File: src/design/plcc_pkg.sv
// constants shared by the clock controller and the core-side sequencer
// assumes one 40 MHz ref_clk (main oscillator domain) for both ends
// Overview of operation
// RULE1: crystal value change starts PLL relock
// RULE2: PLL power-up starts a relock period
// RULE3: relock down counter loads 0x1200 each trigger
// RULE4: PLL unusable as source until counter expires
// RULE5: combined enable/select waits on oscillator
// RULE6: lock reported in raw status, optional interrupt
// RULE7: run mode clocks core, run-gated peripherals
// RULE8: sleep stops core and memory clocks
// RULE9: sleep gating from sleep set if auto
// RULE10: sleep keeps run source and frequency
// RULE11: deep sleep stops core, uses deep set
// RULE12: deep sleep main osc or chosen internal
// RULE13: deep sleep powers PLL down, clamps divider
// RULE14: wake restores clock before re-enabling clocks
// RULE15: core sets deep enable before wait instruction
// RULE16: second config overrides first when enabled
// RULE17: software PLL change follows five ordered steps
// RULE18: crystal write loads PLL translation automatically
// RULE19: power-off bit disables PLL output
// RULE20: stable reference before switching to PLL
// RULE21: PLL output halved, then divided by code+1
// RULE22: powered-down PLL drives no output
// RULE23: lock flag set at zero, cleared on relock
// RULE24: source switches are glitch free
package plcc_pkg;
	localparam int PLCC_AW = 4;
	localparam int PLCC_DW = 32;
	localparam logic [3:0] REG_RUN_CLOCK_CONFIG = 4'h0;
	localparam logic [3:0] REG_RUN_CLOCK_CONFIG_SECOND = 4'h1;
	localparam logic [3:0] REG_RAW_IRQ_STATUS = 4'h2;
	localparam logic [3:0] REG_IRQ_MASK = 4'h3;
	localparam logic [3:0] REG_PLL_XLATE = 4'h4;
	localparam logic [3:0] REG_RUN_GATE = 4'h5;
	localparam logic [3:0] REG_SLEEP_GATE = 4'h6;
	localparam logic [3:0] REG_DEEP_SLEEP_GATE = 4'h7;
	localparam logic [3:0] REG_DEEP_SLEEP_CLOCK_CFG = 4'h8;
	localparam logic [3:0] REG_CLOCK_STATE = 4'h9;
	// field positions
	localparam int OSC_LO = 4;
	localparam int CRYSTAL_SELECT_LO = 6;
	localparam int BYPASS_BIT = 11;
	localparam int PWROFF_BIT = 13;
	localparam int APPLY_BIT = 22;
	localparam int DIV_LO = 23;
	localparam int AUTOGATE_BIT = 27;
	localparam int OVR_BIT = 31;
	localparam int LOCK_BIT = 6;
	// reset values
	localparam logic [31:0] RCC_RST = 32'h07803AD1;
	localparam logic [31:0] RUN_CLOCK_CONFIG_SECOND_RST = 32'h07802810;
	localparam logic [31:0] DSCFG_RST = 32'h07800000;
	localparam logic [31:0] GATE_RST = 32'h00000040;
	// oscillator codes
	localparam logic [2:0] OSC_MAIN = 3'h0;
	localparam logic [2:0] OSC_INT = 3'h1;
	localparam logic [2:0] OSC_INT4 = 3'h2;
	localparam logic [5:0] DS_DIV_MAX1 = 6'h0F;
	localparam logic [5:0] DS_DIV_MAX2 = 6'h3F;
	// timing
	localparam logic [15:0] RELOCK_COUNT = 16'h1200;
	localparam logic [1:0] SWITCH_GAP = 2'h2;
	localparam logic [15:0] PLL_XLATE_BASE = 16'h0100;
	// host command bits
	localparam int CMD_WR = 0;
	localparam int CMD_RD = 1;
	localparam int CMD_WFI = 2;
	localparam int CMD_WAKE = 3;
	localparam int CMD_PLL = 4;
	localparam logic [3:0] H_TARGET = 4'h0;
	localparam logic [3:0] H_DATA = 4'h1;
	localparam logic [3:0] H_CMD = 4'h2;
	localparam logic [3:0] H_DEEP = 4'h3;
	localparam logic [3:0] H_PLL = 4'h4;
	localparam logic [3:0] H_STAT = 4'h5;
	typedef enum logic [1:0] {
		PLCC_RUN = 2'b00,
		PLCC_SLEEP = 2'b01,
		PLCC_DEEP = 2'b10,
		PLCC_WAKE = 2'b11
	} plcc_mode_t;
	function automatic logic [15:0] plcc_xlate(input logic [3:0] crystal_select);
		plcc_xlate = PLL_XLATE_BASE | {8'h00, crystal_select, 4'h0};
	endfunction : plcc_xlate
endpackage : plcc_pkg

File: src/design/plcc_if.sv
// register bus and sleep signalling between processor core and clock controller
// assumes both ends sit on the same ref_clk
`timescale 1ns/1ps
interface plcc_if;
	logic [3:0] addr;
	logic [31:0] wdata;
	logic [31:0] rdata;
	logic wr;
	logic rd;
	logic wait_for_interrupt_instr;
	logic deep_en;
	logic wake;
	logic lock_irq;
	modport dev(input addr, wdata, wr, rd, wait_for_interrupt_instr, deep_en, wake, output rdata, lock_irq);
	modport core(output addr, wdata, wr, rd, wait_for_interrupt_instr, deep_en, wake, input rdata, lock_irq);
endinterface : plcc_if

File: src/design/plcc_clock_ctrl.sv
// clock controller: PLL relock timing, source switching, mode gating
// assumes ref_clk is the main oscillator and the core obeys the bus strobes
`timescale 1ns/1ps
module plcc_clock_ctrl import plcc_pkg::*; #(
	parameter int NP = 32,
	parameter logic [15:0] RELOCK_CYC = RELOCK_COUNT
) (
	input wire logic ref_clk,
	input wire logic rst,
	plcc_if.dev bus,
	output logic cpu_clk_en,
	output logic mem_clk_en,
	output logic [NP-1:0] periph_clk_en,
	output logic sys_clk_run,
	output logic [2:0] sys_src,
	output logic pll_sel,
	output logic pll_prediv,
	output logic [5:0] sys_div,
	output logic div_en,
	output logic pll_pwr,
	output logic mosc_pwr,
	output logic int_osc_pwr,
	output logic [15:0] pll_cfg,
	output plcc_mode_t mode
);
	logic [31:0] run_clock_config, run_clock_config_second, ds_cfg, imask;
	logic [NP-1:0] run_g, slp_g, dp_g;
	logic [15:0] relock_cnt;
	logic lock_raw, pll_run_q, ds_was_pll;
	logic [1:0] sw_cnt;
	logic ovr, e_pwroff, e_bypass, apply, autogate, pll_run, pll_ready, crystal_select_chg, trig;
	logic [2:0] e_osc, ds_osc, t_src;
	logic [5:0] e_div, ds_div, ds_max, t_div;
	logic t_pll, t_div_en, mismatch, restored;
	logic [NP-1:0] gate_sel;
	logic [31:0] rmux;

	// RULE16: the second register wins only while its override bit is set
	always_comb begin
		ovr = run_clock_config_second[OVR_BIT];
		e_pwroff = ovr ? run_clock_config_second[PWROFF_BIT] : run_clock_config[PWROFF_BIT]; // RULE16
		e_bypass = ovr ? run_clock_config_second[BYPASS_BIT] : run_clock_config[BYPASS_BIT];
		e_osc = ovr ? run_clock_config_second[OSC_LO+:3] : {1'b0, run_clock_config[OSC_LO+:2]};
		e_div = ovr ? run_clock_config_second[DIV_LO+:6] : {2'b00, run_clock_config[DIV_LO+:4]};
		apply = run_clock_config[APPLY_BIT];
		autogate = run_clock_config[AUTOGATE_BIT];
		ds_osc = ds_cfg[OSC_LO+:3];
		ds_div = ds_cfg[DIV_LO+:6];
	end

	// PLL power: off bit, or forced off for the deep sleep it was running into
	assign pll_run = !e_pwroff && !(mode == PLCC_DEEP && ds_was_pll); // RULE19 RULE13
	assign crystal_select_chg = bus.wr && bus.addr == REG_RUN_CLOCK_CONFIG
		&& bus.wdata[CRYSTAL_SELECT_LO+:4] != run_clock_config[CRYSTAL_SELECT_LO+:4]; // RULE1
	assign trig = crystal_select_chg || (pll_run && !pll_run_q); // RULE1 RULE2
	assign pll_ready = lock_raw && pll_run && relock_cnt == 16'h0000; // RULE4

	always_ff @(posedge ref_clk) begin
		if (rst) begin
			run_clock_config <= RCC_RST;
			run_clock_config_second <= RUN_CLOCK_CONFIG_SECOND_RST;
			ds_cfg <= DSCFG_RST;
			imask <= 32'h00000000;
			run_g <= GATE_RST[NP-1:0];
			slp_g <= GATE_RST[NP-1:0];
			dp_g <= GATE_RST[NP-1:0];
		end else if (bus.wr) begin
			case (bus.addr)
				REG_RUN_CLOCK_CONFIG: run_clock_config <= bus.wdata;
				REG_RUN_CLOCK_CONFIG_SECOND: run_clock_config_second <= bus.wdata;
				REG_IRQ_MASK: imask <= bus.wdata & (32'h00000001 << LOCK_BIT);
				REG_RUN_GATE: run_g <= bus.wdata[NP-1:0];
				REG_SLEEP_GATE: slp_g <= bus.wdata[NP-1:0];
				REG_DEEP_SLEEP_GATE: dp_g <= bus.wdata[NP-1:0];
				REG_DEEP_SLEEP_CLOCK_CFG: ds_cfg <= bus.wdata;
				default: ;
			endcase
		end
	end

	// translation follows every crystal write with no extra step
	always_ff @(posedge ref_clk) begin
		if (rst)
			pll_cfg <= 16'h0000;
		else if (bus.wr && bus.addr == REG_RUN_CLOCK_CONFIG)
			pll_cfg <= plcc_xlate(bus.wdata[CRYSTAL_SELECT_LO+:4]); // RULE18
		else
			pll_cfg <= plcc_xlate(run_clock_config[CRYSTAL_SELECT_LO+:4]); // RULE18
	end

	// relock timer; a new trigger clears the flag, expiry sets it
	always_ff @(posedge ref_clk) begin
		if (rst) begin
			relock_cnt <= 16'h0000;
			lock_raw <= 1'b0;
			pll_run_q <= 1'b0;
		end else begin
			pll_run_q <= pll_run;
			if (trig) begin
				relock_cnt <= RELOCK_CYC; // RULE3
				lock_raw <= 1'b0; // RULE23
			end else if (relock_cnt != 16'h0000) begin
				relock_cnt <= relock_cnt - 16'h0001; // RULE3
				if (relock_cnt == 16'h0001)
					lock_raw <= 1'b1; // RULE23 RULE6
			end
		end
	end

	// target clock: deep sleep has its own source, and its own divider only if the PLL was running when it was entered; all else the run setup
	always_comb begin
		ds_max = ovr ? DS_DIV_MAX2 : DS_DIV_MAX1;
		if (mode == PLCC_DEEP) begin
			t_src = ds_osc; // RULE12
			t_pll = 1'b0; // RULE13
			t_div = e_div;
			t_div_en = apply;
			if (ds_was_pll) begin
				t_div = ds_div > ds_max ? ds_max : ds_div; // RULE13
				t_div_en = 1'b1;
			end
		end else begin
			t_src = e_osc; // RULE10
			t_pll = !e_bypass && pll_ready; // RULE4 RULE5
			t_div = e_div;
			t_div_en = apply || t_pll; // RULE21
		end
		mismatch = t_src != sys_src || t_pll != pll_sel || t_div != sys_div
			|| t_div_en != div_en;
	end

	// the clock is held stopped across a change so no short pulse escapes
	always_ff @(posedge ref_clk) begin
		if (rst) begin
			sw_cnt <= 2'h0;
			sys_clk_run <= 1'b0;
			sys_src <= OSC_MAIN;
			pll_sel <= 1'b0;
			pll_prediv <= 1'b0;
			sys_div <= 6'h00;
			div_en <= 1'b0;
		end else if (sw_cnt != 2'h0) begin
			sw_cnt <= sw_cnt - 2'h1;
			sys_clk_run <= 1'b0; // RULE24
			if (sw_cnt == 2'h1) begin
				sys_src <= t_src;
				pll_sel <= t_pll;
				pll_prediv <= t_pll; // RULE21
				sys_div <= t_div;
				div_en <= t_div_en;
			end
		end else if (mismatch) begin
			sw_cnt <= SWITCH_GAP; // RULE24
			sys_clk_run <= 1'b0;
		end else begin
			sys_clk_run <= 1'b1;
		end
	end

	assign restored = sw_cnt == 2'h0 && !mismatch && sys_clk_run
		&& (!ds_was_pll || pll_sel);

	always_ff @(posedge ref_clk) begin
		if (rst) begin
			mode <= PLCC_RUN;
			ds_was_pll <= 1'b0;
		end else begin
			case (mode)
				PLCC_RUN: begin
					if (bus.wait_for_interrupt_instr) begin
						mode <= bus.deep_en ? PLCC_DEEP : PLCC_SLEEP; // RULE8 RULE15
						ds_was_pll <= bus.deep_en && pll_run; // RULE13
					end
				end
				PLCC_SLEEP: if (bus.wake) mode <= PLCC_RUN;
				PLCC_DEEP: if (bus.wake) mode <= PLCC_WAKE;
				PLCC_WAKE: begin
					if (restored) begin
						mode <= PLCC_RUN; // RULE14
						ds_was_pll <= 1'b0;
					end
				end
				default: mode <= PLCC_RUN;
			endcase
		end
	end

	// stopped clocks stay stopped through the wake restore
	always_comb begin
		case (mode)
			PLCC_RUN: gate_sel = run_g; // RULE7
			PLCC_SLEEP: gate_sel = autogate ? slp_g : run_g; // RULE9
			default: gate_sel = autogate ? dp_g : run_g; // RULE11 RULE14
		endcase
	end

	always_ff @(posedge ref_clk) begin
		if (rst) begin
			cpu_clk_en <= 1'b0;
			mem_clk_en <= 1'b0;
			pll_pwr <= 1'b0;
			mosc_pwr <= 1'b1;
			int_osc_pwr <= 1'b1;
		end else begin
			cpu_clk_en <= mode == PLCC_RUN && sys_clk_run; // RULE7 RULE8 RULE11
			mem_clk_en <= mode == PLCC_RUN && sys_clk_run; // RULE8 RULE11
			pll_pwr <= pll_run; // RULE19 RULE22
			mosc_pwr <= !(mode == PLCC_DEEP && ds_osc != OSC_MAIN); // RULE12
			int_osc_pwr <= e_osc == OSC_INT || e_osc == OSC_INT4
				|| (mode == PLCC_DEEP && ds_osc != OSC_MAIN); // RULE12
		end
	end

	genvar gi;
	generate
		for (gi = 0; gi < NP; gi++) begin : g_gate
			always_ff @(posedge ref_clk) begin
				if (rst)
					periph_clk_en[gi] <= 1'b0;
				else
					periph_clk_en[gi] <= sys_clk_run && gate_sel[gi]; // RULE7
			end
		end
	endgenerate

	always_comb begin
		case (bus.addr)
			REG_RUN_CLOCK_CONFIG: rmux = run_clock_config;
			REG_RUN_CLOCK_CONFIG_SECOND: rmux = run_clock_config_second;
			REG_RAW_IRQ_STATUS: rmux = {25'h0, lock_raw, 6'h00}; // RULE6
			REG_IRQ_MASK: rmux = imask;
			REG_PLL_XLATE: rmux = {16'h0000, pll_cfg};
			REG_RUN_GATE: rmux = 32'(run_g);
			REG_SLEEP_GATE: rmux = 32'(slp_g);
			REG_DEEP_SLEEP_GATE: rmux = 32'(dp_g);
			REG_DEEP_SLEEP_CLOCK_CFG: rmux = ds_cfg;
			REG_CLOCK_STATE: rmux = {24'h0, mode, sys_clk_run, pll_sel, 1'b0, sys_src};
			default: rmux = 32'h00000000;
		endcase
	end

	always_ff @(posedge ref_clk) begin
		if (rst) begin
			bus.rdata <= 32'h00000000;
			bus.lock_irq <= 1'b0;
		end else begin
			bus.rdata <= bus.rd ? rmux : 32'h00000000;
			bus.lock_irq <= lock_raw && imask[LOCK_BIT]; // RULE6
		end
	end
endmodule : plcc_clock_ctrl

File: src/flat_wrapper.sv
// flat-port wrapper written by rule: the top's interface ports become plain ports
module plcc_clock_ctrl_flat import plcc_pkg::*;
#(
	parameter int NP = 32,
	parameter logic [15:0] RELOCK_CYC = RELOCK_COUNT
)
  (ref_clk, rst, cpu_clk_en, mem_clk_en, periph_clk_en, sys_clk_run, sys_src, pll_sel, pll_prediv, sys_div, div_en, pll_pwr, mosc_pwr, int_osc_pwr, pll_cfg, mode, bus_addr, bus_wdata, bus_wr, bus_rd, bus_wait_for_interrupt_instr, bus_deep_en, bus_wake, bus_rdata, bus_lock_irq);
  plcc_if bus_i ();
  input wire logic ref_clk;
  input wire logic rst;
  output logic cpu_clk_en;
  output logic mem_clk_en;
  output logic [NP-1:0] periph_clk_en;
  output logic sys_clk_run;
  output logic [2:0] sys_src;
  output logic pll_sel;
  output logic pll_prediv;
  output logic [5:0] sys_div;
  output logic div_en;
  output logic pll_pwr;
  output logic mosc_pwr;
  output logic int_osc_pwr;
  output logic [15:0] pll_cfg;
  output plcc_mode_t mode;
  input wire logic [$bits(bus_i.addr)-1:0] bus_addr;
  input wire logic [$bits(bus_i.wdata)-1:0] bus_wdata;
  input wire logic [$bits(bus_i.wr)-1:0] bus_wr;
  input wire logic [$bits(bus_i.rd)-1:0] bus_rd;
  input wire logic [$bits(bus_i.wait_for_interrupt_instr)-1:0] bus_wait_for_interrupt_instr;
  input wire logic [$bits(bus_i.deep_en)-1:0] bus_deep_en;
  input wire logic [$bits(bus_i.wake)-1:0] bus_wake;
  output wire logic [$bits(bus_i.rdata)-1:0] bus_rdata;
  output wire logic [$bits(bus_i.lock_irq)-1:0] bus_lock_irq;
  assign bus_i.addr = bus_addr;
  assign bus_i.wdata = bus_wdata;
  assign bus_i.wr = bus_wr;
  assign bus_i.rd = bus_rd;
  assign bus_i.wait_for_interrupt_instr = bus_wait_for_interrupt_instr;
  assign bus_i.deep_en = bus_deep_en;
  assign bus_i.wake = bus_wake;
  assign bus_rdata = bus_i.rdata;
  assign bus_lock_irq = bus_i.lock_irq;
  plcc_clock_ctrl #(.NP(NP), .RELOCK_CYC(RELOCK_CYC)) u_core (.ref_clk(ref_clk), .rst(rst), .bus(bus_i), .cpu_clk_en(cpu_clk_en), .mem_clk_en(mem_clk_en), .periph_clk_en(periph_clk_en), .sys_clk_run(sys_clk_run), .sys_src(sys_src), .pll_sel(pll_sel), .pll_prediv(pll_prediv), .sys_div(sys_div), .div_en(div_en), .pll_pwr(pll_pwr), .mosc_pwr(mosc_pwr), .int_osc_pwr(int_osc_pwr), .pll_cfg(pll_cfg), .mode(mode));
endmodule
File: config.mk
export PLATFORM = sky130hd
export DESIGN_NAME = plcc_clock_ctrl_flat
export DESIGN_NICKNAME = d
export VERILOG_FILES = /design/src/design/plcc_pkg.sv /design/src/design/plcc_if.sv /design/src/design/plcc_clock_ctrl.sv /design/src/flat_wrapper.sv
export SDC_FILE = /design/constraint.sdc
export NUM_CORES = 1
export LEC_CHECK = 0
export BUFFER_PORTS_ARGS = -buffer_cell sky130_fd_sc_hd__buf_2
export CAP_MARGIN = 20
export CORE_MARGIN = 5
export CORE_UTILIZATION = 42
export DETAILED_ROUTE_END_ITERATION = 8
export PLACE_DENSITY = 0.62
export SKIP_LAST_GASP = 1
export SLEW_MARGIN = 20
export SYNTH_ARGS = -nofsm -noshare
export SYNTH_HDL_FRONTEND = slang
export SYNTH_SLANG_ARGS = --single-unit
File: constraint.sdc
create_clock -name ref_clk -period 6.8 [get_ports ref_clk]
set_clock_uncertainty 0.15 [all_clocks]
set_input_delay 0.34 -clock ref_clk [delete_from_list [all_inputs] [get_ports ref_clk]]
set_output_delay 0.34 -clock ref_clk [all_outputs]
set_load 0.01 [all_outputs]
Word-level counts from Yosys, hierarchy flattened --
Index checks and enable logic that the tools add are counted.
Operators by class: reduce and logical (&&, ||, !) cells 86, divide/modulo/power cells 0, shift-type cells 0, mux-type cells 31, add/sub/neg operators 2, order comparisons 1, $mul 0, equality and inequality tests 25, bitwise operators 1
Operators by type and width (number):
- $pmux 32 s10 | 1
- $mux 32 | 2
- $pmux 32 s2 | 1
- $logic_and 1x1->1 | 47
- $mux 6 | 5
- $mux 13 | 2
- $reduce_and 2->1 | 9
- $eq 16x1->1 const B | 1
- $eq 4x3->1 const B | 4
- $logic_not 16->1 | 1
- $reduce_bool 16->1 | 1
- $sub 16x1->16 const B | 1
- $mux 2 | 7
- $eq 4x2->1 const B | 2
- $eq 4x4->1 const B | 2
- $logic_or 1x1->1 | 8
- $mux 1 | 8
- $mux 8 | 1
- $pmux 2 s4 | 1
- $reduce_bool 2->1 | 4
- $logic_not 1->1 | 7
- $gt 6x6->1 | 1
- $mux 3 | 2
- $ne 2x2->1 const B | 3
- 19 further kinds | 25
Storage, ports and cells: bits of input ports 43, bits in read-only memories 0, output and inout port bits 101, memory bits (writable) 0, word-level logic and storage cells 203, register bits 312, memories kept 0, bits in latches 0

Logic depth before layout (Yosys ltp) --
Gate-level depths: netlist (run 1).
word-level depth 18, gate-level depth with buffers 11

Least setup slack after synthesis (run 1) --
OpenSTA, ideal clock, no wires.
kind reg2reg, start register u_core.run_clock_config_second[31], end register u_core.ds_was_pll, setup time 136 ps, path buffers 2, arrival 2756 ps, stages on the path, launching flop included 12, path slack 3759 ps, cell sequence dfxtp_1 > clkbuf_1 > buf_2 > inv_1 > ha_1 > a21oi_1 > a32oi_1 > xnor2_1 > nand4_1 > or4_4 > nor4_4 > a211oi_1
Between the ends: word-level cells in the longest chain between the ends 17, elaborated cells between the ends (all ways) 35
RTL lines:
- from (decl) | RTL line plcc_clock_ctrl.sv:26 | logic [31:0] run_clock_config, run_clock_config_second, ds_cfg, imask;
- from (signal assigned) | RTL line plcc_clock_ctrl.sv:70 | REG_RUN_CLOCK_CONFIG_SECOND: run_clock_config_second <= bus.wdata;
- branches (longest 17 deep; another with $gt 6x6->1)
- to (signal assigned) | RTL line plcc_clock_ctrl.sv:172 | ds_was_pll <= bus.deep_en && pll_run;
- to (decl) | RTL line plcc_clock_ctrl.sv:29 | logic lock_raw, pll_run_q, ds_was_pll;
Parallel ways; which one is timed is not known. The select of a mux whose other input is x is not followed. A chain may end at the register's enable or synchronous reset.

Worst setup path in the final report (run 1) --
Ends and elaborated chain as after synthesis.

==> qor.csv, run 1 <==
metric;value;unit
status;finished, final reports clean;
most common cell in the netlist;sky130_fd_sc_hd__nand2_1;
CP Depth;9;
DRC violation count after routing;0;
crit path max-delay cell type;sky130_fd_sc_hd__dfxtp_1;
count of input and output buffers;132;
placeable core region;28800;µm²
maximum number of pins on one net before global-route repair;108;
starting density of the core;0.426;
standard-cell rows;62;
number of diodes added for antenna fixing;0;
total of endpoints with negative setup slack in the final report;0;
CTS Hold Buffers Added;31;
critical setup path kind;register to register;
Synth-to-Final Area Change;18.1;%
cell taking the most area after synthesis;sky130_fd_sc_hd__dfxtp_1;
total vias in the final route;11400;
die span in y;181;µm
required time of the critical path;7.00;ns
setup slack after placement;3.38;ns
maxcap violations;0;
Leakage;0.00531;µW
Final Worst Setup Slack;3.31;ns
CTS HTree Levels;2;
number of nets with antenna violations after routing;0;
Post-CTS Repair Setup Buffers;0;
maximum frequency from static timing analysis;286;MHz
global-route wire length before repair;63.5;mm
clock root cell;sky130_fd_sc_hd__clkbuf_16;
vias in the first global route;11000;
worst reg2reg path depth;9;
I/O pin count;144;
cell-by-cell trace of the critical path;inv_1 -> ha_1 -> a21oi_1 -> a32oi_1 -> xnor2_1 -> nand4_1 -> or4_4 -> nor4_4 -> a211oi_1;
Synth Area per Inst;8.08;µm²
number of vias per cell;5.68;
highest fanout seen on the critical path;17;
number of pins exceeding their max-slew limit in the final report;0;
setup repair after global routing missed its margin;no;
transition time at the pin with the least slew margin;1.11;ns
detailed-route wire length per cell;20.3;µm
maximum single-stage delay on the critical path;0.83;ns
number of optimization iterations in the first detailed-route pass;5;
cts repair resizes;0;
Seq/Total Area, Yosys;0.491;
kind of cell adding the most delay to the critical path;simple AND/OR/NAND/NOR gates;
clock tree from TritonCTS;yes;
clock network latency to the later pin of the worst-skew pair;0.51;ns
number of antenna violations at the first check in global routing;2;
share of flip-flops with an asynchronous set or reset;0;
Final Cycle Share;0.513;
TritonCTS buffer count;34;
post-synthesis register bit count;301;
DRT Wirelength;40.8;mm
GRT Overall Usage;0.239;
CP Capture Type;register;
Clock Sink Count;301;
clock-pin transition on the worst setup and hold timing paths;0.06;ns
DR iter-0 viols;1159;
final weighted congestion of routability-driven global placement;0.838;
count of synthesis-stage warnings from yosys;0;
Critical path buffers and inverters;1;
Final min period;3.49;ns
CTS Buffer Depth;3;
relative slew slack;0.257;
Filler Cells Inserted;2754;
Mapped Cells;1519;
count of cells along the worst hold path;3;
Post-Route Hold Slack;0.0345;ns
Worst IR Drop VDD;147;µV
signal arrival time at the worst endpoint;3.69;ns
overflow left after global routing;0;
net total in the final layout;1658;
sort of element at the start of the critical path;register;
number of enable flip-flop cells after synthesis;0;
leading post-synthesis cells by cell area;sky130_fd_sc_hd__dfxtp_1 49%, sky130_fd_sc_hd__nand2_1 12%, sky130_fd_sc_hd__a21oi_1 8.6%, sky130_fd_sc_hd__a22oi_1 5.4%, sky130_fd_sc_hd__clkbuf_1 3.7%;
layout cells sized above 1;0.137;
Final Hold Viols;0;
total power density per cell area;289;nW/µm²
die area;32700;µm²
total negative slack;0;ns
post-DP HPWL;23.4;mm
Cell Area, Synth;12300;µm²
synth cell count leaders;403 x sky130_fd_sc_hd__nand2_1, 301 x sky130_fd_sc_hd__dfxtp_1, 210 x sky130_fd_sc_hd__a21oi_1, 120 x sky130_fd_sc_hd__clkbuf_1, 88 x sky130_fd_sc_hd__a22oi_1;
area share of the largest cell type after synthesis;0.491;
HP Class;input port to register;
Synth cell types;52;
overall die width;181;µm
main flop type after synthesis;sky130_fd_sc_hd__dfxtp_1;
cell usage in the layout (no fill, tap or decap), types with 4 or more instances in the layout:
master                          instances
sky130_fd_sc_hd__or3_1                 31
sky130_fd_sc_hd__nor2b_1                7
sky130_fd_sc_hd__conb_1                11
sky130_fd_sc_hd__nor3_1                 8
sky130_fd_sc_hd__a222oi_1               7
sky130_fd_sc_hd__a22o_1                 4
sky130_fd_sc_hd__clkbuf_1               7
sky130_fd_sc_hd__clkbuf_16             35
sky130_fd_sc_hd__buf_2                131
sky130_fd_sc_hd__a31oi_1               34
sky130_fd_sc_hd__o211ai_1               4
sky130_fd_sc_hd__nand2b_1               6
sky130_fd_sc_hd__xor2_1                 8
sky130_fd_sc_hd__xnor2_1               19
sky130_fd_sc_hd__nand2_1              400
sky130_fd_sc_hd__a211oi_1               4
sky130_fd_sc_hd__o21ai_0               65
sky130_fd_sc_hd__inv_1                 10
sky130_fd_sc_hd__buf_4                 16
sky130_fd_sc_hd__a22oi_1               88
sky130_fd_sc_hd__a32oi_1                4
sky130_fd_sc_hd__a21oi_1              210
sky130_fd_sc_hd__nand3_1               33
sky130_fd_sc_hd__clkbuf_8               9
sky130_fd_sc_hd__ha_1                   8
sky130_fd_sc_hd__dfxtp_1              301
sky130_fd_sc_hd__nor2_1                49
sky130_fd_sc_hd__dlygate4sd3_1         31
sky130_fd_sc_hd__and3_1                 4
sky130_fd_sc_hd__and2_2                 4
sky130_fd_sc_hd__mux2i_1               22
sky130_fd_sc_hd__o22ai_1                5
power by group:
group,internal [µW],switching [µW]
Combinational,184,287
Sequential,1820,59.7
Clock,1120,715
Total,3120,1060
area by class of cell:
type                       instances  area [µm²]  area share
clock buffer                      51        1030      0.0708
clock inverter                     6        87.6     0.00604
inverter                          10        37.5     0.00259
multi-input combinational       1081        5740       0.396
sequential                       301        6030       0.416
tap                              384         480      0.0331
timing repair buffer             179        1100      0.0757
flip-flops by register name (all words and copies together), names as in the netlist, 6 cells and up:
name / cells
u_core.bus.rdata: 32
u_core.dp_g: 32
u_core.ds_cfg: 32
u_core.periph_clk_en: 32
u_core.run_clock_config: 32
u_core.run_clock_config_second: 32
u_core.run_g: 32
u_core.slp_g: 32
u_core.relock_cnt: 16
u_core.sys_div: 6
cell families (layout without fill, tap and decap cells):
family | after synthesis | count (layout) | synth area share
compound gates | 432 | 432 | 0.207
xor+xnor | 27 | 27 | 0.0193
fa+ha+maj | 8 | 8 | 0.00816
buf+inv | 147 | 246 | 0.0490
flops | 301 | 301 | 0.491
mux | 25 | 25 | 0.0207
other cells | 1 | 11 | 0.000306
simple gates | 578 | 578 | 0.204
per-stage QoR:
step           instances   util  power (µW)  cell area (µm²)
2_1_floorplan       1529      -        2230            12300
5_1_grt             2012  0.504        4340            14500
4_1_cts             2012  0.504        4200            14500
3_3_place_gp        1924  0.454        2360            13100
3_5_place_dp        1924  0.454        2370            13100
6_report            2012  0.504        4180            14500
routing by layer:
| metal | vias up | GRT usage | share of wire |
|---|---|---|---|
| met5 | - | 0 | 0.00083 |
| met1 | 5418 | 0.333 | 0.44 |
| li1 | 5396 | - | - |
| met4 | 4 | 0.0820 | 0.024 |
| met3 | 75 | 0.0481 | 0.088 |
| met2 | 536 | 0.372 | 0.45 |
worst min-delay path, stage by stage:
cell	delay (ns)
sky130_fd_sc_hd__buf_2	0.11
sky130_fd_sc_hd__a31oi_1	0.08
sky130_fd_sc_hd__nor3_1	0.11
worst paths after layout:
kind / endpoint / slack, ns / startpoint
worst min register to register: u_core.run_clock_config_second[10] / 0.30 / u_core.run_clock_config_second[10]
worst max register to register: u_core.ds_was_pll / 3.31 / u_core.run_clock_config_second[31]
worst max-delay path: u_core.ds_was_pll / 3.31 / u_core.run_clock_config_second[31]
worst min-delay path: u_core.mode[1] / 0.03 / bus_deep_en
No activity file was read; power rests on OpenSTA's default activity.
==> run 2: changes to the inputs <==
==> constraint.sdc (replaced) <==
create_clock -name ref_clk -period 3.6 [get_ports ref_clk]
set_clock_uncertainty 0.15 [all_clocks]
set_input_delay 0.18 -clock ref_clk [delete_from_list [all_inputs] [get_ports ref_clk]]
set_output_delay 0.18 -clock ref_clk [all_outputs]
set_load 0.01 [all_outputs]
==> run 2 against run 1 <==
Critical path type unchanged. Non-clock buffer count rose by 28. Sequential cell count stayed put. Die area unchanged. Global-route usage rose by 0.41 points. Worst setup slack worse by 2.5 ns. Sequential share of layout area shrank 0.86 points. Core utilization grew 1.1 points. Worst hold slack worse by 0.016 ns. Final area up 2.1%.
==> qor.csv, run 2 (synthesized netlist as in run 1, its figures left out) <==
metric;value;unit
global-route wire length before repair;64.6;mm
core occupancy in the finished layout;0.514;
total negative slack;0;ns
commonest cells after routing, fill and taps aside;403 x sky130_fd_sc_hd__nand2_1, 301 x sky130_fd_sc_hd__dfxtp_1, 210 x sky130_fd_sc_hd__a21oi_1, 131 x sky130_fd_sc_hd__buf_2, 88 x sky130_fd_sc_hd__a22oi_1;
CTS HTree Levels;2;
Leakage;0.00549;µW
Final min period;2.78;ns
status;finished, final reports clean;
cell-by-cell trace of the critical path;inv_1 -> ha_1 -> a21oi_1 -> a32oi_1 -> xnor2_1 -> nand4_1 -> or4_4 -> nor4_4 -> a211oi_1;
clock root cell;sky130_fd_sc_hd__clkbuf_16;
setup repair after global routing missed its margin;no;
overflow left after global routing;0;
number of non-filler instances in the completed layout;2043;
Final Cycle Share;0.771;
required time of the critical path;3.81;ns
maxcap violations;0;
CTS Hold Buffers Added;38;
sequential standard cell area;6030;µm²
CTS Buffer Depth;3;
CP Capture Type;register;
Critical path buffers and inverters;1;
HP Class;input port to register;
DRT Wirelength;41.6;mm
post-DP HPWL;25.0;mm
count of input and output buffers;132;
number of diodes added for antenna fixing;0;
total vias in the final route;11700;
clock network latency to the later pin of the worst-skew pair;0.51;ns
standard-cell rows;62;
cts repair resizes;0;
critical setup path kind;register to register;
relative slew slack;0.232;
layout cells sized above 1;0.146;
number of cells after detailed placement;1945;
reg2reg setup slack;0.82;ns
overall power after layout;8100;µW
kind of cell adding the most delay to the critical path;simple AND/OR/NAND/NOR gates;
TritonCTS buffer count;34;
highest fanout seen on the critical path;6;
transition time at the pin with the least slew margin;1.15;ns
starting density of the core;0.426;
Clock Sink Count;301;
clock-pin transition on the worst setup and hold timing paths;0.06;ns
number of vias per cell;5.72;
total area of multi-input combinational cells;5720;µm²
most frequent standard cell in the layout excluding fill and tap cells;sky130_fd_sc_hd__nand2_1;
DR iter-0 viols;1353;
Post-Route Hold Slack;0.0187;ns
vias in the first global route;11200;
maximum single-stage delay on the critical path;0.57;ns
GRT Overall Usage;0.243;
Final Hold Viols;0;
Filler Cells Inserted;2724;
I/O pin count;144;
die area;32700;µm²
net total in the final layout;1686;
detailed-route wire length per cell;20.4;µm
Post-CTS Repair Setup Buffers;0;
maximum frequency from static timing analysis;360;MHz
total of endpoints with negative setup slack in the final report;0;
number of pins exceeding their max-slew limit in the final report;0;
signal arrival time at the worst endpoint;2.98;ns
total power density per cell area;547;nW/µm²
number of nets with antenna violations after routing;0;
Worst IR Drop VDD;308;µV
overall die width;181;µm
die span in y;181;µm
sort of element at the start of the critical path;register;
DRC violation count after routing;0;
Synth-to-Final Area Change;20.6;%
placeable core region;28800;µm²
crit path max-delay cell type;sky130_fd_sc_hd__or4_4;
number of antenna violations at the first check in global routing;0;
clock tree from TritonCTS;yes;
final weighted congestion of routability-driven global placement;0.805;
number of optimization iterations in the first detailed-route pass;7;
maximum number of pins on one net before global-route repair;110;
-- run 2: cell count changes in the layout (fill, tap and decap cells not counted), moves of 2 or more --
cell	delta
sky130_fd_sc_hd__clkbuf_1	-3
sky130_fd_sc_hd__nand2_1	+3
sky130_fd_sc_hd__and2_2	-4
sky130_fd_sc_hd__dlygate4sd3_1	+7
sky130_fd_sc_hd__clkbuf_16	+2
sky130_fd_sc_hd__buf_4	+19
sky130_fd_sc_hd__clkinv_2	+4
sky130_fd_sc_hd__nand2_2	-3
sky130_fd_sc_hd__and2_1	+4
sky130_fd_sc_hd__inv_6	-2
-- run 2: cell type report --
cell class                 instances  share of cell area
sequential                       301               0.407
multi-input combinational       1081               0.386
timing repair buffer             207              0.0906
inverter                          10             0.00254
tap                              384              0.0325
clock inverter                     9             0.00812
clock buffer                      51              0.0729
-- run 2: worst reg2reg max path, cell delays in order (launching register included) --
cell	delay, ns
sky130_fd_sc_hd__dfxtp_1	0.32
sky130_fd_sc_hd__inv_1	0.08
sky130_fd_sc_hd__ha_1	0.31
sky130_fd_sc_hd__a21oi_1	0.37
sky130_fd_sc_hd__a32oi_1	0.21
sky130_fd_sc_hd__xnor2_1	0.21
sky130_fd_sc_hd__nand4_1	0.15
sky130_fd_sc_hd__or4_4	0.57
sky130_fd_sc_hd__nor4_4	0.16
sky130_fd_sc_hd__a211oi_1	0.10
-- run 2: report_power, final --
group          switching, µW  internal, µW  total (µW)
Sequential               102          3440        3540
Clock                   1360          2280        3640
Combinational            558           359         916
Total                   2020          6080        8100
-- run 2: through the flow --
step	instance area, µm²	worst slack [ns]
4_1_cts	14800	0.813
6_report	14800	0.824
3_5_place_dp	13200	0.817
3_3_place_gp	13200	0.859
2_1_floorplan	12300	0.559
5_1_grt	14800	0.622
-- run 2: metal layers --
| metal | part of all wire | track usage | up-vias |
|---|---|---|---|
| li1 | - | - | 5449 |
| met1 | 0.43 | 0.341 | 5570 |
| met2 | 0.46 | 0.389 | 583 |
| met3 | 0.090 | 0.0356 | 76 |
| met4 | 0.024 | 0.0748 | 0 |
| met5 | 0 | 0 | - |
-- run 2: final timing paths --
kind / startpoint / end / cells past startpoint
setup reg to reg: u_core.run_clock_config_second[31] / u_core.ds_was_pll / 9
hold reg to reg: u_core.ds_cfg[11] / u_core.ds_cfg[11] / 2
hold / removal: bus_addr[0] / u_core.imask[6] / 4
setup / recovery: u_core.run_clock_config_second[31] / u_core.ds_was_pll / 9
==> run 3: changes to the inputs <==
==> constraint.sdc (replaced) <==
create_clock -name ref_clk -period 2.9 [get_ports ref_clk]
set_clock_uncertainty 0.15 [all_clocks]
set_input_delay 0.145 -clock ref_clk [delete_from_list [all_inputs] [get_ports ref_clk]]
set_output_delay 0.145 -clock ref_clk [all_outputs]
set_load 0.01 [all_outputs]
==> run 3 against run 2 <==
Worst setup slack got worse by 0.63 ns. First-iteration DRC count fell by 13%. Die area unchanged. Final area increased by 0.55%. Via count is 0.78% lower.
==> qor.csv, run 3 (synthesized netlist as in run 1, its figures left out) <==
metric;value;unit
maximum number of pins on one net before global-route repair;169;
Final min period;2.70;ns
total power density per cell area;678;nW/µm²
highest fanout seen on the critical path;6;
core occupancy in the finished layout;0.517;
placeable core region;28800;µm²
clock root cell;sky130_fd_sc_hd__clkbuf_16;
relative slew slack;0.399;
number of optimization iterations in the first detailed-route pass;8;
GRT Overall Usage;0.235;
commonest cells after routing, fill and taps aside;403 x sky130_fd_sc_hd__nand2_1, 300 x sky130_fd_sc_hd__dfxtp_1, 209 x sky130_fd_sc_hd__a21oi_1, 131 x sky130_fd_sc_hd__buf_2, 88 x sky130_fd_sc_hd__a22oi_1;
DR iter-0 viols;1183;
final std cell area, no fill;14900;µm²
transition time at the pin with the least slew margin;0.901;ns
number of non-filler instances in the completed layout;2049;
CTS Buffer Depth;3;
maximum frequency from static timing analysis;370;MHz
status;finished, final reports clean;
critical setup path kind;register to register;
DRT Wirelength;40.2;mm
count of input and output buffers;132;
die area;32700;µm²
Final Cycle Share;0.932;
overall die width;181;µm
overall power after layout;10100;µW
maxcap violations;0;
Clock Sink Count;301;
vias in the first global route;11200;
total vias in the final route;11600;
die span in y;181;µm
overflow left after global routing;0;
clock-pin transition on the worst setup and hold timing paths;0.06;ns
signal arrival time at the worst endpoint;2.94;ns
Final Hold Viols;0;
Worst IR Drop VDD;370;µV
I/O pin count;144;
detailed-route wire length per cell;19.6;µm
standard-cell rows;62;
number of antenna violations at the first check in global routing;0;
net total in the final layout;1694;
starting density of the core;0.426;
Leakage;0.00553;µW
clock tree from TritonCTS;yes;
Final Worst Setup Slack;0.199;ns
total of endpoints with negative setup slack in the final report;0;
post-DP HPWL;25.0;mm
number of diodes added for antenna fixing;0;
most frequent standard cell in the layout excluding fill and tap cells;sky130_fd_sc_hd__nand2_1;
DRC violation count after routing;0;
CTS HTree Levels;2;
Synth-to-Final Area Change;21.2;%
required time of the critical path;3.14;ns
setup slack after placement;0.132;ns
TritonCTS buffer count;35;
HP Class;input port to register;
clock network latency to the later pin of the worst-skew pair;0.52;ns
final weighted congestion of routability-driven global placement;0.865;
sort of element at the start of the critical path;register;
number of pins exceeding their max-slew limit in the final report;0;
global-route wire length before repair;63.2;mm
CP Capture Type;register;
number of nets with antenna violations after routing;0;
number of vias per cell;5.65;
layout cells sized above 1;0.150;
Cell Area, Placed;13300;µm²
number of cells after detailed placement;1951;
-- run 3: cell count changes in the layout (fill, tap and decap cells not counted), moves of 2 or more --
cell / delta
sky130_fd_sc_hd__buf_4: +5
sky130_fd_sc_hd__clkbuf_16: -2
sky130_fd_sc_hd__buf_12: +2
sky130_fd_sc_hd__bufinv_16: +2
sky130_fd_sc_hd__clkbuf_8: -2
sky130_fd_sc_hd__inv_6: +3
-- run 3: routing by layer --
metal,up-vias,track usage,part of all wire
li1,5471,-,-
met1,5499,0.325,0.43
met2,542,0.381,0.46
met3,75,0.0438,0.085
met4,0,0.0633,0.023
met5,-,0,0
-- run 3: metrics by stage --
stage / setup TNS (ns) / hold WS, ns
after global placement: 0 / 0.291
after floorplan: 0 / 0.119
final: 0 / 0.0682
after CTS: 0 / 0.0520
after detailed placement: 0 / 0.296
after global routing: -0.0214 / 0.0897
-- run 3: layout make-up --
cell class / instances / area (µm²)
inverter: 10 / 37.5
tap: 384 / 480
clock buffer: 46 / 997
fill: 2755 / 13900
multi-input combinational: 1081 / 5720
timing repair buffer: 214 / 1420
clock inverter: 13 / 201
sequential: 301 / 6030
-- run 3: path summary, 6_finish.rpt --
| kind | startpoint | endpoint | slack (ns) | cells after the start |
|---|---|---|---|---|
| setup / recovery | u_core.run_clock_config_second[31] | u_core.ds_was_pll | 0.20 | 9 |
| hold / removal | bus_addr[0] | u_core.bus.rdata[6] | 0.07 | 3 |
| setup reg to reg | u_core.run_clock_config_second[31] | u_core.ds_was_pll | 0.20 | 9 |
| hold reg to reg | u_core.ds_cfg[22] | u_core.ds_cfg[22] | 0.30 | 2 |
-- run 3: worst max-delay path: stages (launching register included) --
cell,delay [ns]
sky130_fd_sc_hd__dfxtp_1,0.32
sky130_fd_sc_hd__inv_1,0.08
sky130_fd_sc_hd__ha_1,0.33
sky130_fd_sc_hd__a21oi_2,0.27
sky130_fd_sc_hd__a32oi_1,0.19
sky130_fd_sc_hd__xnor2_1,0.18
sky130_fd_sc_hd__nand4_1,0.16
sky130_fd_sc_hd__or4_4,0.57
sky130_fd_sc_hd__nor4_4,0.19
sky130_fd_sc_hd__a211oi_1,0.13
-- run 3: power by group --
group / internal, µW / leakage [µW] / total [µW] / switching, µW
Combinational: 449 / 0.00250 / 1130 / 678
Sequential: 4270 / 0.00244 / 4400 / 129
Clock: 2860 / 0.000596 / 4570 / 1710
-- run 3: repair_timing --
| action | in CTS | in global routing |
|---|---|---|
| buffers inserted | 0 | 0 |
| gates resized for setup | 0 | 2 |
| endpoints found under the setup margin | 0 | 5 |
| endpoints found under the hold margin | 217 | 0 |
| hold buffers | 39 | 0 |
